--- src/sts_pkg.sv ---
/*
  Package for the scan trigger sequencer: spacing source codes, count
  limits and timing constants.
  Assumes a 50 MHz system clock; nothing else.
*/
package sts_pkg;

  // ----------------------------------------------------------------------
  // Spacing sources
  // ----------------------------------------------------------------------
  typedef enum logic [2:0] {
    STS_SP_IMMED = 3'h0,
    STS_SP_TIMER = 3'h1,
    STS_SP_EXT   = 3'h2,
    STS_SP_BUS   = 3'h3,
    STS_SP_MAN   = 3'h4,
    STS_SP_LINK  = 3'h5
  } sts_spacing_t;

  // ----------------------------------------------------------------------
  // Counts and timing
  // ----------------------------------------------------------------------
  localparam int          STS_CNT_W      = 14;
  localparam logic [13:0] STS_CNT_MIN    = 14'h0001;
  localparam logic [13:0] STS_CNT_MAX    = 14'h270F;
  localparam int          STS_CLK_HZ     = 50000000;
  localparam int          STS_TICK_US    = 1000;
  localparam int          STS_TICK_CYC   = STS_CLK_HZ / 1000000 * STS_TICK_US;
  localparam int          STS_TMR_W      = 27;
  localparam logic [26:0] STS_TMR_MAX_MS = 27'h5F5E0FF;
  localparam logic [26:0] STS_TMR_MIN_MS = 27'h0000001;
  localparam logic [5:0]  STS_LIST_RST   = 6'h01;
  localparam logic [5:0]  STS_CHAN_RST   = 6'h00;

endpackage : sts_pkg

--- src/sts_sequencer.sv ---
/*
  Three-layer arm / scan / channel trigger sequencer.
  Assumes all event inputs are one-cycle pulses synchronous to clk_sys,
  and that configuration ports are held stable while not idle.
*/
// Function
// - Armed indicator is off whenever the sequencer is idle.
// - Step key or initiate commands leave idle, light armed, enter arm layer.
// - Immediate arm spacing goes straight to the scan layer.
// - Manual arm spacing waits for the step key.
// - Bus arm spacing waits for a bus trigger.
// - External arm spacing waits for an external trigger pulse.
// - Link arm spacing waits for a trigger link input.
// - Arm count 1 to 9999 or infinite; re-arm while arms remain.
// - A satisfied arm layer advances into the scan layer.
// - Immediate scan spacing passes to the channel layer at once.
// - Other scan spacings wait in the scan layer for their event.
// - Timer scan spacing passes first scan at once, later ones on expiry.
// - Spacing timer interval is 1 ms to 99999.999 s.
// - Scan count 1 to 9999 or infinite.
// - A satisfied scan layer advances into the channel layer.
// - Immediate channel spacing scans each channel at once.
// - Other channel spacings wait for their event before each channel.
// - Timer channel spacing scans first channel at once, rest on expiry.
// - Channel count defaults to list length; also 1 to 9999 or infinite.
// - Each step opens the previous channel, closes next; list wraps.
// - Open-all aborts, opens every channel, returns idle with armed off.
// - Per-slot settling delay follows each channel closure.
`timescale 1ns/1ps
`default_nettype none

module sts_sequencer #(
  parameter int LIST_DEPTH = 40,
  parameter int CHAN_W     = 6
) (
  input  wire logic                      clk_sys,
  input  wire logic                      rst,
  input  wire logic                      step_key,
  input  wire logic                      initiate_command,
  input  wire logic                      continuous_initiate_command,
  input  wire logic                      bus_trigger,
  input  wire logic                      ext_trigger,
  input  wire logic                      link_trigger,
  input  wire logic                      open_all,
  input  wire sts_pkg::sts_spacing_t     arm_spacing,
  input  wire sts_pkg::sts_spacing_t     scan_spacing,
  input  wire sts_pkg::sts_spacing_t     chan_spacing,
  input  wire logic [13:0]               arm_count,
  input  wire logic                      arm_infinite,
  input  wire logic [13:0]               scan_count,
  input  wire logic                      scan_infinite,
  input  wire logic [13:0]               chan_count,
  input  wire logic                      chan_infinite,
  input  wire logic                      chan_use_list,
  input  wire logic [CHAN_W-1:0]         list_len,
  input  wire logic [26:0]               timer_ms,
  input  wire logic [26:0]               settle_ms,
  output logic                           armed,
  output logic                           chan_valid,
  output logic [CHAN_W-1:0]              chan_closed,
  output logic                           open_all_pulse,
  output logic                           cfg_error
);

  // ----------------------------------------------------------------------
  // Elaboration checks
  // ----------------------------------------------------------------------
  if (LIST_DEPTH < 1 || LIST_DEPTH >= (1 << CHAN_W)) begin : g_chk
    $error("LIST_DEPTH does not fit CHAN_W");
  end

  typedef enum logic [5:0] {
    ST_IDLE   = 6'h01,
    ST_ARM    = 6'h02,
    ST_SCAN   = 6'h04,
    ST_CHAN   = 6'h08,
    ST_SETTLE = 6'h10
  } sts_state_t;

  sts_state_t        state_r;
  sts_state_t        state_nxt;
  logic [13:0]       arms_done_r;
  logic [13:0]       scans_done_r;
  logic [13:0]       chans_done_r;
  logic [CHAN_W-1:0] idx_r;
  logic              first_scan_r;
  logic              first_chan_r;
  logic [26:0]       tmr_ms_r;
  logic [26:0]       set_ms_r;
  logic [15:0]       tick_cnt_r;
  logic              tick;
  logic              leave_idle;
  logic              arm_go;
  logic              scan_go;
  logic              chan_go;
  logic              tmr_done;
  logic              arm_last;
  logic              scan_last;
  logic              chan_last;
  logic [13:0]       chan_lim;

  // ----------------------------------------------------------------------
  // Event selection
  // ----------------------------------------------------------------------
  function automatic logic sel_event(input sts_pkg::sts_spacing_t sp,
                                     input logic tmr_ok);
    unique case (sp)
      sts_pkg::STS_SP_IMMED: sel_event = 1'b1;
      sts_pkg::STS_SP_TIMER: sel_event = tmr_ok;
      sts_pkg::STS_SP_EXT:   sel_event = ext_trigger;
      sts_pkg::STS_SP_BUS:   sel_event = bus_trigger;
      sts_pkg::STS_SP_MAN:   sel_event = step_key;
      sts_pkg::STS_SP_LINK:  sel_event = link_trigger;
      default:               sel_event = 1'b0;
    endcase
  endfunction : sel_event

  // Arm timer spacing has no documented meaning; it is treated as immediate.
  assign leave_idle = step_key | initiate_command
                    | continuous_initiate_command;
  assign arm_go  = (arm_spacing == sts_pkg::STS_SP_TIMER) ? 1'b1 :
                   sel_event(arm_spacing, 1'b0);
  assign tmr_done = (tmr_ms_r == 27'h0000000);
  assign scan_go = sel_event(scan_spacing,
                             first_scan_r | tmr_done);
  assign chan_go = sel_event(chan_spacing,
                             first_chan_r | tmr_done);
  assign chan_lim = chan_use_list ? {{(14-CHAN_W){1'b0}}, list_len}
                                  : chan_count;
  assign arm_last  = !arm_infinite  && (arms_done_r + 14'h0001 >= arm_count);
  assign scan_last = !scan_infinite && (scans_done_r + 14'h0001 >= scan_count);
  assign chan_last = !(chan_infinite && !chan_use_list)
                   && (chans_done_r + 14'h0001 >= chan_lim);
  assign cfg_error = (timer_ms < sts_pkg::STS_TMR_MIN_MS)
                   || (timer_ms > sts_pkg::STS_TMR_MAX_MS)
                   || (!arm_infinite && arm_count > sts_pkg::STS_CNT_MAX)
                   || (!scan_infinite && scan_count > sts_pkg::STS_CNT_MAX)
                   || (list_len == '0);

  // ----------------------------------------------------------------------
  // Layer sequencing
  // ----------------------------------------------------------------------
  always_comb begin
    state_nxt = state_r;
    unique case (state_r)
      ST_IDLE:   if (leave_idle) state_nxt = ST_ARM;
      ST_ARM:    if (arm_go) state_nxt = ST_SCAN;
      ST_SCAN:   if (scan_go) state_nxt = ST_CHAN;
      ST_CHAN:   if (chan_go) state_nxt = ST_SETTLE;
      ST_SETTLE: begin
        if (set_ms_r == 27'h0000000) begin
          if (!chan_last) state_nxt = ST_CHAN;
          else if (!scan_last) state_nxt = ST_SCAN;
          else if (!arm_last) state_nxt = ST_ARM;
          else state_nxt = ST_IDLE;
        end
      end
      default:   state_nxt = ST_IDLE;
    endcase
    if (open_all) state_nxt = ST_IDLE;
  end

  always_ff @(posedge clk_sys) begin
    if (rst) state_r <= ST_IDLE;
    else state_r <= state_nxt;
  end

  always_ff @(posedge clk_sys) begin
    if (rst) armed <= 1'b0;
    else armed <= (state_nxt != ST_IDLE);
  end

  always_ff @(posedge clk_sys) begin
    if (rst) open_all_pulse <= 1'b0;
    else open_all_pulse <= open_all && (state_r != ST_IDLE);
  end

  // ----------------------------------------------------------------------
  // Layer counters
  // ----------------------------------------------------------------------
  always_ff @(posedge clk_sys) begin
    if (rst || state_r == ST_IDLE) begin
      arms_done_r  <= '0;
      scans_done_r <= '0;
      chans_done_r <= '0;
    end else if (state_r == ST_SETTLE && set_ms_r == 27'h0000000) begin
      if (!chan_last) begin
        chans_done_r <= chans_done_r + 14'h0001;
      end else begin
        chans_done_r <= '0;
        if (!scan_last) begin
          scans_done_r <= scans_done_r + 14'h0001;
        end else begin
          scans_done_r <= '0;
          arms_done_r  <= arms_done_r + 14'h0001;
        end
      end
    end
  end

  // First pass flags: the first scan of an arm and the first channel of a
  // scan go at once under timer spacing.
  always_ff @(posedge clk_sys) begin
    if (rst || state_r == ST_IDLE || state_r == ST_ARM) first_scan_r <= 1'b1;
    else if (state_r == ST_SCAN && scan_go) first_scan_r <= 1'b0;
  end

  always_ff @(posedge clk_sys) begin
    if (rst || state_r == ST_SCAN || state_r == ST_IDLE) first_chan_r <= 1'b1;
    else if (state_r == ST_CHAN && chan_go) first_chan_r <= 1'b0;
  end

  // ----------------------------------------------------------------------
  // Millisecond tick, spacing timer and settling delay
  // ----------------------------------------------------------------------
  assign tick = (tick_cnt_r == 16'(sts_pkg::STS_TICK_CYC - 1));

  always_ff @(posedge clk_sys) begin
    if (rst || tick) tick_cnt_r <= '0;
    else tick_cnt_r <= tick_cnt_r + 16'h0001;
  end

  // One timer serves both layers; it restarts on each scan or channel
  // event, so tick phase adds at most one millisecond of jitter.
  always_ff @(posedge clk_sys) begin
    if (rst || state_r == ST_IDLE) tmr_ms_r <= '0;
    else if ((state_r == ST_SCAN && scan_go) || (state_r == ST_CHAN && chan_go))
      tmr_ms_r <= timer_ms;
    else if (tick && !tmr_done) tmr_ms_r <= tmr_ms_r - 27'h0000001;
  end

  always_ff @(posedge clk_sys) begin
    if (rst) set_ms_r <= '0;
    else if (state_r == ST_CHAN && chan_go) set_ms_r <= settle_ms;
    else if (tick && set_ms_r != 27'h0000000) set_ms_r <= set_ms_r - 27'h0000001;
  end

  // ----------------------------------------------------------------------
  // Channel list walk
  // ----------------------------------------------------------------------
  always_ff @(posedge clk_sys) begin
    if (rst) idx_r <= sts_pkg::STS_LIST_RST[CHAN_W-1:0];
    else if (state_r == ST_IDLE) idx_r <= sts_pkg::STS_LIST_RST[CHAN_W-1:0];
    else if (state_r == ST_CHAN && chan_go) begin
      if (idx_r >= list_len) idx_r <= CHAN_W'(1);
      else idx_r <= idx_r + CHAN_W'(1);
    end
  end

  always_ff @(posedge clk_sys) begin
    if (rst || open_all) begin
      chan_valid  <= 1'b0;
      chan_closed <= sts_pkg::STS_CHAN_RST[CHAN_W-1:0];
    end else if (state_r == ST_CHAN && chan_go) begin
      chan_valid  <= 1'b1;
      chan_closed <= (idx_r > list_len) ? CHAN_W'(1) : idx_r;
    end
  end

endmodule : sts_sequencer

`default_nettype wire

--- config.mk ---
export PLATFORM = sky130hd
export DESIGN_NAME = sts_sequencer
export DESIGN_NICKNAME = d
export VERILOG_FILES = /design/src/sts_pkg.sv /design/src/sts_sequencer.sv
export SDC_FILE = /design/constraint.sdc
export NUM_CORES = 1
export LEC_CHECK = 0
export BUFFER_PORTS_ARGS = -buffer_cell sky130_fd_sc_hd__buf_2
export CAP_MARGIN = 40
export CORE_AREA = 2 2 165 127
export DETAILED_ROUTE_END_ITERATION = 12
export DIE_AREA = 0 0 167 129
export GPL_TIMING_DRIVEN = 1
export MAX_ROUTING_LAYER = met4
export PLACE_DENSITY_LB_ADDON = 0.2
export SETUP_SLACK_MARGIN = 0.2
export SLEW_MARGIN = 20
export SYNTH_ARGS = -nofsm -noshare
export SYNTH_HDL_FRONTEND = slang
export SYNTH_SLANG_ARGS = --single-unit
--- constraint.sdc ---
create_clock -name clk_sys -period 3.2 [get_ports clk_sys]
set_input_delay 0.64 -clock clk_sys [delete_from_list [all_inputs] [get_ports clk_sys]]
set_output_delay 0.64 -clock clk_sys [all_outputs]
set_load 0.03 [all_outputs]
Word-level counts from Yosys, hierarchy flattened --
Index checks and enable logic that the tools add are counted.
Storage, ports and cells: flip-flop bits (word level) 135, input port bits 124, output and inout bits 10
Operators by class: add/subtract/negate cells 7, magnitude comparators 9, equal/unequal tests 23, mux-type cells 23, bitwise gates (word level) 4, reductions and logical operators 40
Operator list (number):
- $mux 27 | 4
- $logic_not 27->1 | 2
- $sub 27x1->27 const B | 2
- $mux 6 | 8
- $add 14x1->14 const B | 3
- $ge 14x14->1 | 3
- $mux 14 | 3
- $pmux 6 s5 | 1
- $gt 14x14->1 const B | 2
- $gt 27x27->1 const B | 1
- $lt 27x1->1 const B | 1
- $reduce_bool 27->1 | 1
- $eq 3x2->1 const B | 6
- $eq 3x3->1 const B | 6
- $add 16x1->16 const B | 1
- $eq 16x16->1 const B | 1
- $logic_and 1x1->1 | 12
- $ne 6x1->1 const B | 2
- $pmux 1 s6 | 2
- $logic_or 1x1->1 | 11
- $eq 3x1->1 const B | 3
- $logic_not 3->1 | 3
- $add 6x1->6 const B | 1
- $eq 6x1->1 const B | 1
- other kinds (18) | 26

Longest topological paths before layout --
Gate-level depths: netlist of run 1.
depth in word-level cells 10, mapped depth 15, mapped depth without buffers 13

Worst setup path after synthesis of run 1 --
OpenSTA, ideal clock, no wires.
path kind flip-flop to flip-flop, from register scans_done_r[0], to register arms_done_r[10], library setup time 0.132 ns, arrival time 3.092 ns, setup slack -0.024 ns, stages on the path, launching flop included 14, period minus slack after synthesis 3.224 ns, cells stage by stage dfxtp_1 > ha_1 > nand3_1 > nor2_1 > nand3_1 > xnor2_1 > ha_1 > nand4_1 > o311ai_0 > nand2_1 > buf_1 > clkbuf_1 > o31ai_1 > a21oi_1
Between the ends: cells in the longest elaborated chain, start to end 4
Ends and longest elaborated chain:
- start: declaration | line sts_sequencer.sv:83 | logic [13:0] scans_done_r;
- start signal: assignment | line sts_sequencer.sv:192 | scans_done_r <= scans_done_r + 14'h0001;
- $add 14x1->14 | line sts_sequencer.sv:131 | assign scan_last = !scan_infinite && (scans_done_r + 14'h0001 >= scan_count);
- $ge 14x14->1 | line sts_sequencer.sv:131
- $logic_and 1x1->1 | line sts_sequencer.sv:131
- $reduce_and 3->1 (no line)
- end signal: assignment | line sts_sequencer.sv:195 | arms_done_r <= arms_done_r + 14'h0001;
- end: declaration | line sts_sequencer.sv:82 | logic [13:0] arms_done_r;
No other way between the ends. A chain may end at the register's enable or synchronous reset.

Worst setup path after layout of run 1 --
from register chans_done_r[1], to register chans_done_r[0]
Between the ends: cells in the longest elaborated chain, start to end 4
Ends and longest elaborated chain:
- start: declaration | line sts_sequencer.sv:84 | logic [13:0] chans_done_r;
- start signal: assignment | line sts_sequencer.sv:188 | chans_done_r <= chans_done_r + 14'h0001;
- $add 14x1->14 | line sts_sequencer.sv:133 | && (chans_done_r + 14'h0001 >= chan_lim);
- $ge 14x14->1 | line sts_sequencer.sv:133
- $logic_and 1x1->1 | line sts_sequencer.sv:133
- $mux 14 | line sts_sequencer.sv:187 | if (!chan_last) begin
No other way between the ends.

==> results of run 1 <==
[worst max-delay path by stage]
stage / end / slack [ps]
after floorplan: scans_done_r[10] / 210
after global placement: scans_done_r[10] / 60
after detailed placement: scans_done_r[3] / -60
after CTS: arms_done_r[13] / 200
after global routing: chans_done_r[3] / 90
final: chans_done_r[0] / 150
[worst reg2reg max path, cell delays in order, from the launching register on]
cell	delay [ps]
dfxtp_4	370
ha_4	130
and3_4	190
and4_4	240
nand3_4	80
xnor2_2	220
ha_1	290
a21oi_1	140
nand2_1	70
a221o_2	410
buf_4	170
o21ai_4	200
clkbuf_16	210
nand3b_1	90
a21oi_1	160
[synthesized netlist by cell type (5+ instances only)]
master,instances
nor3_1,31
clkbuf_1,38
a22oi_1,5
a31oi_1,13
inv_1,49
o2111ai_1,5
a211oi_1,52
a211o_1,5
o21a_1,7
or4_1,20
a21boi_0,5
and4_1,6
and2_1,8
and3_1,19
nand4_1,34
or2_2,5
mux2i_1,18
nand2b_1,18
nand3_1,41
nor4_1,29
o211ai_1,9
xor2_1,30
ha_1,56
xnor2_1,65
o21ai_0,23
nor2_1,92
a22o_1,9
a21oi_1,85
dfxtp_1,135
o31ai_1,18
nor2b_1,8
nand2_1,50
or3_1,17
[metal layers]
metal  share of wire [%]  global-route usage, %
met4                 1.8                   6.09
met5                   0                      -
met2                  43                   33.2
met1                  50                   30.4
met3                 5.5                   5.66
[timing repair]
item                                    CTS  global route
pin swaps                                16            27
hold buffers                              0             0
setup buffers                             3            13
gates cloned                              1             2
resized for setup                        19            65
endpoints found under the setup margin   45            48
[kinds of logic (layout without fill, tap and decap cells)]
family                     after synthesis  after routing  synth area share, %
AOI/OAI and AO/OA                      271            271                 20.5
other                                    1              6               0.0426
adders and majority gates               56             56                 7.95
xor gates and xnor gates                95             95                 9.44
DFF                                    135            135                 30.7
and+or+nand+nor                        404            404                 25.2
buffers and inverters                   94            279                 4.05
muxes                                   19             19                 2.17
[power breakdown]
group / internal, mW / switching, mW / leakage [nW]
combinational: 0.121 / 0.170 / 3.14
clock: 1.20 / 0.766 / 0.288
sequential: 1.68 / 0.00467 / 1.10
[stage by stage]
stage / util [%] / worst slack, ps
after global routing: 55.9 / 91.2
after global placement: 50.6 / 57.0
after floorplan: - / 210
after detailed placement: 50.6 / -57.0
final: 55.9 / 154
after CTS: 54.1 / 201
[layout make-up]
| class | instances | area, um^2 | share of cell area [%] |
|---|---|---|---|
| Tap cell | 258 | 323 | 2.90 |
| Inverter | 49 | 184 | 1.65 |
| Clock buffer | 20 | 467 | 4.20 |
| Clock inverter | 11 | 125 | 1.13 |
| Multi-Input combinational cell | 846 | 6030 | 54.2 |
| Timing Repair Buffer | 199 | 1240 | 11.2 |
| Antenna cell | 5 | 12.5 | 0.113 |
| Sequential cell | 135 | 2730 | 24.6 |
[registers in the layout (all words and copies together) (netlist names)]
register / count
armed: 1
chans_done_r: 14
scans_done_r: 14
first_chan_r: 1
set_ms_r: 27
first_scan_r: 1
arms_done_r: 14
chan_valid: 1
tick_cnt_r: 16
chan_closed: 6
tmr_ms_r: 27
state_r: 6
open_all_pulse: 1
idx_r: 6
==> flow_summary_export.csv, run 1 <==
group,metric,value,unit
cells_and_area,layout_common_cells,"buf_2 (133), dfxtp_1 (123), nor2_1 (86)",
setup_path,crit_path_end_kind,"register",
cells_and_area,fillers,1868,
route,dr.pass1.iters,5,
grt,overflow,0,
synth,yosys.area.top_type,"dfxtp_1",
synth,yosysSeqAreaShare,30.7,%
power,ir_drop,0.301,mV
synth,yosys.cell_types.count,67,
setup_path,crit_start,"chans_done_r[1]",
min_path,hp-class,"register to register",
die,die_area,21500,um^2
status,outcome,"finished, final reports clean",
die,fp.dieW,167,um
placed_design,placed_cell_area,10100,um^2
cells_and_area,finalNonFillerCells,1523,
setup_path,critPathSlowestCell,"a221o_2",
cells_and_area,stdcell_area,11100,um^2
sta,final_hold_viol_count,0,
setup_path,r2r-end,"chans_done_r[0]",
grt,grt_antenna_before_repair,5,
clocking,cts_tree,"done",
route,vias,8513,
setup_path,r2r-start,"chans_done_r[1]",
synth,syn_avg_cell_area,8.20,um^2
placed_design,portBuffers,133,
sta,fmax,0.328,GHz
setup_path,arrival,3380,ps
placed_design,dp_hpwl,17400,um
min_path,hold_depth,1,
synth,synth_top_area_share,30.7,%
synth,ys_ff_latch,135,
die,die_y,129,um
grt,grt_first_pass_wirelength,38200,um
route,viasPerCell,5.59,
sta,fin_crit_sh,95.2,%
power,power-per-cell-area,355,nW/um^2
synth,synth_edf_count,0,
setup_path,reg2regPathDepth,14,
setup_path,worstSetupPathDepth,14,
setup_path,startpoint_type,"register",
placed_design,place_inst,1468,
clocking,clkTransAtPathRegs,60,ps
flow_run,maxCapViolCount,0,
grt,grtUsageTotal,22.4,%
power,finalPower,3.95,mW
min_path,min_to,"tick_cnt_r[0]",
placed_design,gp_congestion,0.867,
setup_path,worstSetupPathType,"register to register",
synth,synth_flop_cell,"dfxtp_1",
setup_path,ff2ff_setup_slack,150,ps
route,drt_iter0_markers,451,
synth,yosysWarnings,0,
die,fp-row-count,45,
synth,synthCells,1075,
die,io_pins,134,
setup_path,cp_max_fo,12,
route,drt-total-wl,24400,um
route,drc,0,
clocking,clk_path_buf_depth,2,
setup_path,cp_top_family,"compound AO/OA/AOI/OAI gates",
setup_path,cp_common_cell,"a21oi_1",
sta,worst_pin_slew,829,ps
clocking,cts-root-buf,"clkbuf_16",
synth,synth-async-reset-ratio,0,%
clocking,cts_max_level,4,
setup_path,critPathMaxStageDelay,410,ps
synth,syn-num-nets,1255,
route,ant_nets,0,
setup_path,crit_buf_inv,2,
route,wl_per_cell,16.0,um
sta,fin_skew,13.7,ps
die,start_util,44.3,%
cells_and_area,drive_gt1_share,24.6,%
sta,setup_tns,0,ps
sta,slew_headroom,44.5,%
clocking,clock_sink_count,135,
cells_and_area,final_common_cell,"buf_2",
synth,synthTopCellsByArea,"dfxtp_1 (31%), ha_1 (8.0%), xnor2_1 (6.5%), a21oi_1 (4.8%), a211oi_1 (4.4%)",
setup_path,required,3540,ps
sta,fin_crit,3050,ps
power,p_leak,4.53,nW
setup_path,path_cells,"ha_4 -> and3_4 -> and4_4 -> nand3_4 -> xnor2_2 -> ha_1 -> a21oi_1 -> nand2_1 -> a221o_2 -> buf_4 -> o21ai_4 -> clkbuf_16 -> nand3b_1 -> a21oi_1",
die,core-area,19900,um^2
clocking,insertion_delay,430,ps
grt,grt_max_degree,60,
synth,syn_area,8810,um^2
sta,whs,446,ps
cells_and_area,area_growth,26.2,%
clocking,cts_buffers,17,
min_path,hold_start,"tick_cnt_r[0]",
sta,setup_viol,0,
cells_and_area,nets,1428,
grt,grt_pass1_vias,7774,
sta,rsz0062_at_grt,"true",
sta,slew_violations,0,
(Power assumes the default switching activity.)
==> run 2: changes to the inputs <==
--- a/config.mk
+++ b/config.mk
@@ -6,7 +6,6 @@
 export NUM_CORES = 1
 export LEC_CHECK = 0
 export BUFFER_PORTS_ARGS = -buffer_cell sky130_fd_sc_hd__buf_2
-export CAP_MARGIN = 40
 export CORE_AREA = 2 2 165 127
 export DETAILED_ROUTE_END_ITERATION = 12
 export DIE_AREA = 0 0 167 129
@@ -18,3 +17,4 @@
 export SYNTH_ARGS = -nofsm -noshare
 export SYNTH_HDL_FRONTEND = slang
 export SYNTH_SLANG_ARGS = --single-unit
+export TNS_END_PERCENT = 20
==> constraint.sdc (replaced) <==
create_clock -name clk_sys -period 3.2 [get_ports clk_sys]
set_input_delay 0.16 -clock clk_sys [delete_from_list [all_inputs] [get_ports clk_sys]]
set_output_delay 0.16 -clock clk_sys [all_outputs]
set_load 0.03 [all_outputs]
==> run 2 against run 1 <==
Flip-flop and latch count did not move. Critical endpoint is now arms_done_r[10]. First-iteration DRC count shrank 6.4%. Clock power about the same. Power grew 0.48%. Cell count shrank 0.53%. Largest cell class unchanged. Critical path type unchanged.
==> flow_summary_export.csv, run 2 (synthesis results as in run 1) <==
group,metric,value,unit
placed_design,portBuffers,133,
die,io_pins,134,
setup_path,worstSetupPathType,"register to register",
setup_path,arrival,3350,ps
power,p_leak,4.50,nW
flow_run,maxCapViolCount,0,
die,die_y,129,um
grt,grt_first_pass_wirelength,39900,um
clocking,cts_buffers,17,
cells_and_area,layout_common_cells,"buf_2 (134), dfxtp_1 (126), nor2_1 (88)",
grt,grt_pass1_vias,8039,
sta,setup_viol,0,
setup_path,r2r-end,"arms_done_r[10]",
cells_and_area,final_common_cell,"buf_2",
sta,fmax,0.329,GHz
setup_path,endpoint,"arms_done_r[10]",
sta,slew_violations,0,
power,power-per-cell-area,360,nW/um^2
route,vias,8621,
die,die_area,21500,um^2
setup_path,startpoint_type,"register",
status,outcome,"finished, final reports clean",
setup_path,cp_max_fo,7,
cells_and_area,drive_gt1_share,22.9,%
clocking,clk_path_buf_depth,2,
route,wl_per_cell,16.0,um
sta,slew_headroom,50.1,%
route,viasPerCell,5.69,
placed_design,gp_congestion,0.854,
sta,fin_ws,161,ps
setup_path,r2r-start,"chans_done_r[0]",
min_path,hold_start,"settle_ms[11]",
route,drt_iter0_markers,422,
clocking,cts_max_level,4,
clocking,insertion_delay,430,ps
clocking,clkTransAtPathRegs,60,ps
route,drt-total-wl,24300,um
power,ir_drop,0.274,mV
grt,grt_antenna_before_repair,1,
cells_and_area,area_growth,25.0,%
die,core-area,19900,um^2
setup_path,ff2ff_setup_slack,160,ps
placed_design,dp_hpwl,17700,um
setup_path,reg2regPathDepth,15,
setup_path,crit_start,"chans_done_r[0]",
cells_and_area,fillers,1833,
sta,fin_skew,8.88,ps
route,dr.pass1.iters,4,
sta,fin_crit,3040,ps
grt,grt_max_degree,55,
route,ant_nets,0,
cells_and_area,top_regs,"set_ms_r x27, tmr_ms_r x27, tick_cnt_r x16",
route,drc,0,
cells_and_area,finalNonFillerCells,1515,
sta,final_hold_viol_count,0,
sta,rsz0062_at_grt,"true",
setup_path,crit_path_end_kind,"register",
placed_design,pre_cts_ws,-14.0,ps
cells_and_area,nets,1423,
die,fp-row-count,45,
clocking,clock_sink_count,135,
setup_path,required,3510,ps
clocking,cts_tree,"done",
grt,grtUsageTotal,23.4,%
grt,overflow,0,
die,start_util,44.3,%
placed_design,place_inst,1463,
die,fp.dieW,167,um
sta,fin_crit_sh,95.0,%
min_path,hp-class,"input port to register",
sta,worst_pin_slew,745,ps
clocking,cts-root-buf,"clkbuf_16",
==> run 2: cell types whose count changed in the layout (fill, tap and decap cells not counted), sizes merged <==
| cell | previous run | this run |
|---|---|---|
| buf | 197 | 190 |
| diode | 5 | 1 |
| dlygate4sd3 | 0 | 3 |
| clkinv | 7 | 5 |
| clkbuf | 22 | 23 |
| inv | 49 | 50 |
==> run 2: routing by layer <==
layer	share of wire [%]	wire [um]	GRT usage (%)	up-vias
met4	2.0	478	7.66	0
met1	49	12000	31.8	3996
li1	-	-	-	4375
met2	43	10500	34.7	216
met3	5.4	1310	4.92	34
met5	0	0	-	-
==> run 2: critical path, stage by stage, from the launching register on <==
cell and delay (ps):
dfxtp_4 370, ha_4 130, and3_4 170, and4_4 240
nand3_4 100, xnor2_4 160, ha_4 300, nand4_1 140
nor2_2 180, a221o_1 210, buf_6 120, o211ai_1 90
buf_4 170, buf_2 160, o31ai_1 280, a21oi_2 90
==> run 2: power breakdown <==
| part | total [mW] | internal, mW | switching (mW) |
|---|---|---|---|
| logic | 0.295 | 0.123 | 0.172 |
| clock network | 1.98 | 1.21 | 0.771 |
| registers | 1.69 | 1.68 | 0.00447 |
==> run 2: worst min path at each step <==
stage | cells after the start | slack (ps) | endpoint
after CTS | 3 | 3 | set_ms_r[11]
after global placement | 3 | 420 | set_ms_r[26]
after global routing | 3 | 20 | set_ms_r[4]
after floorplan | 1 | 280 | open_all_pulse
after detailed placement | 3 | 430 | set_ms_r[26]
final | 3 | 20 | set_ms_r[11]
==> run 2: repair_timing <==
item | 4_1_cts | 5_1_grt
buffers inserted | 8 | 5
setup endpoints to repair | 43 | 47
gates cloned | 2 | 1
hold buffers | 3 | 0
endpoints found under the hold margin | 3 | 0
pin swaps | 13 | 20
gates resized for setup | 31 | 27
==> run 2: layout make-up <==
cell class,instances,area [um^2],share of cell area [%]
multi-input combinational,846,5990,54.4
sequential,135,2720,24.7
timing repair buffer,194,1200,10.9
clock buffer,22,474,4.31
tap,258,323,2.93
inverter,49,184,1.67
clock inverter,10,120,1.09
antenna,1,2.50,0.0227
==> run 2: per-stage QoR <==
stage | cell area [um^2] | TNS (ps) | util, % | hold WS [ps] | power (mW)
after floorplan | 8840 | 0 | - | 282 | 1.87
after global placement | 10000 | 0 | 50.3 | 416 | 2.01
after detailed placement | 10000 | -14.0 | 50.3 | 425 | 2.01
after CTS | 10800 | 0 | 54.6 | 2.70 | 3.99
after global routing | 11000 | 0 | 55.4 | 19.2 | 4.12
final | 11000 | 0 | 55.4 | 15.1 | 3.97
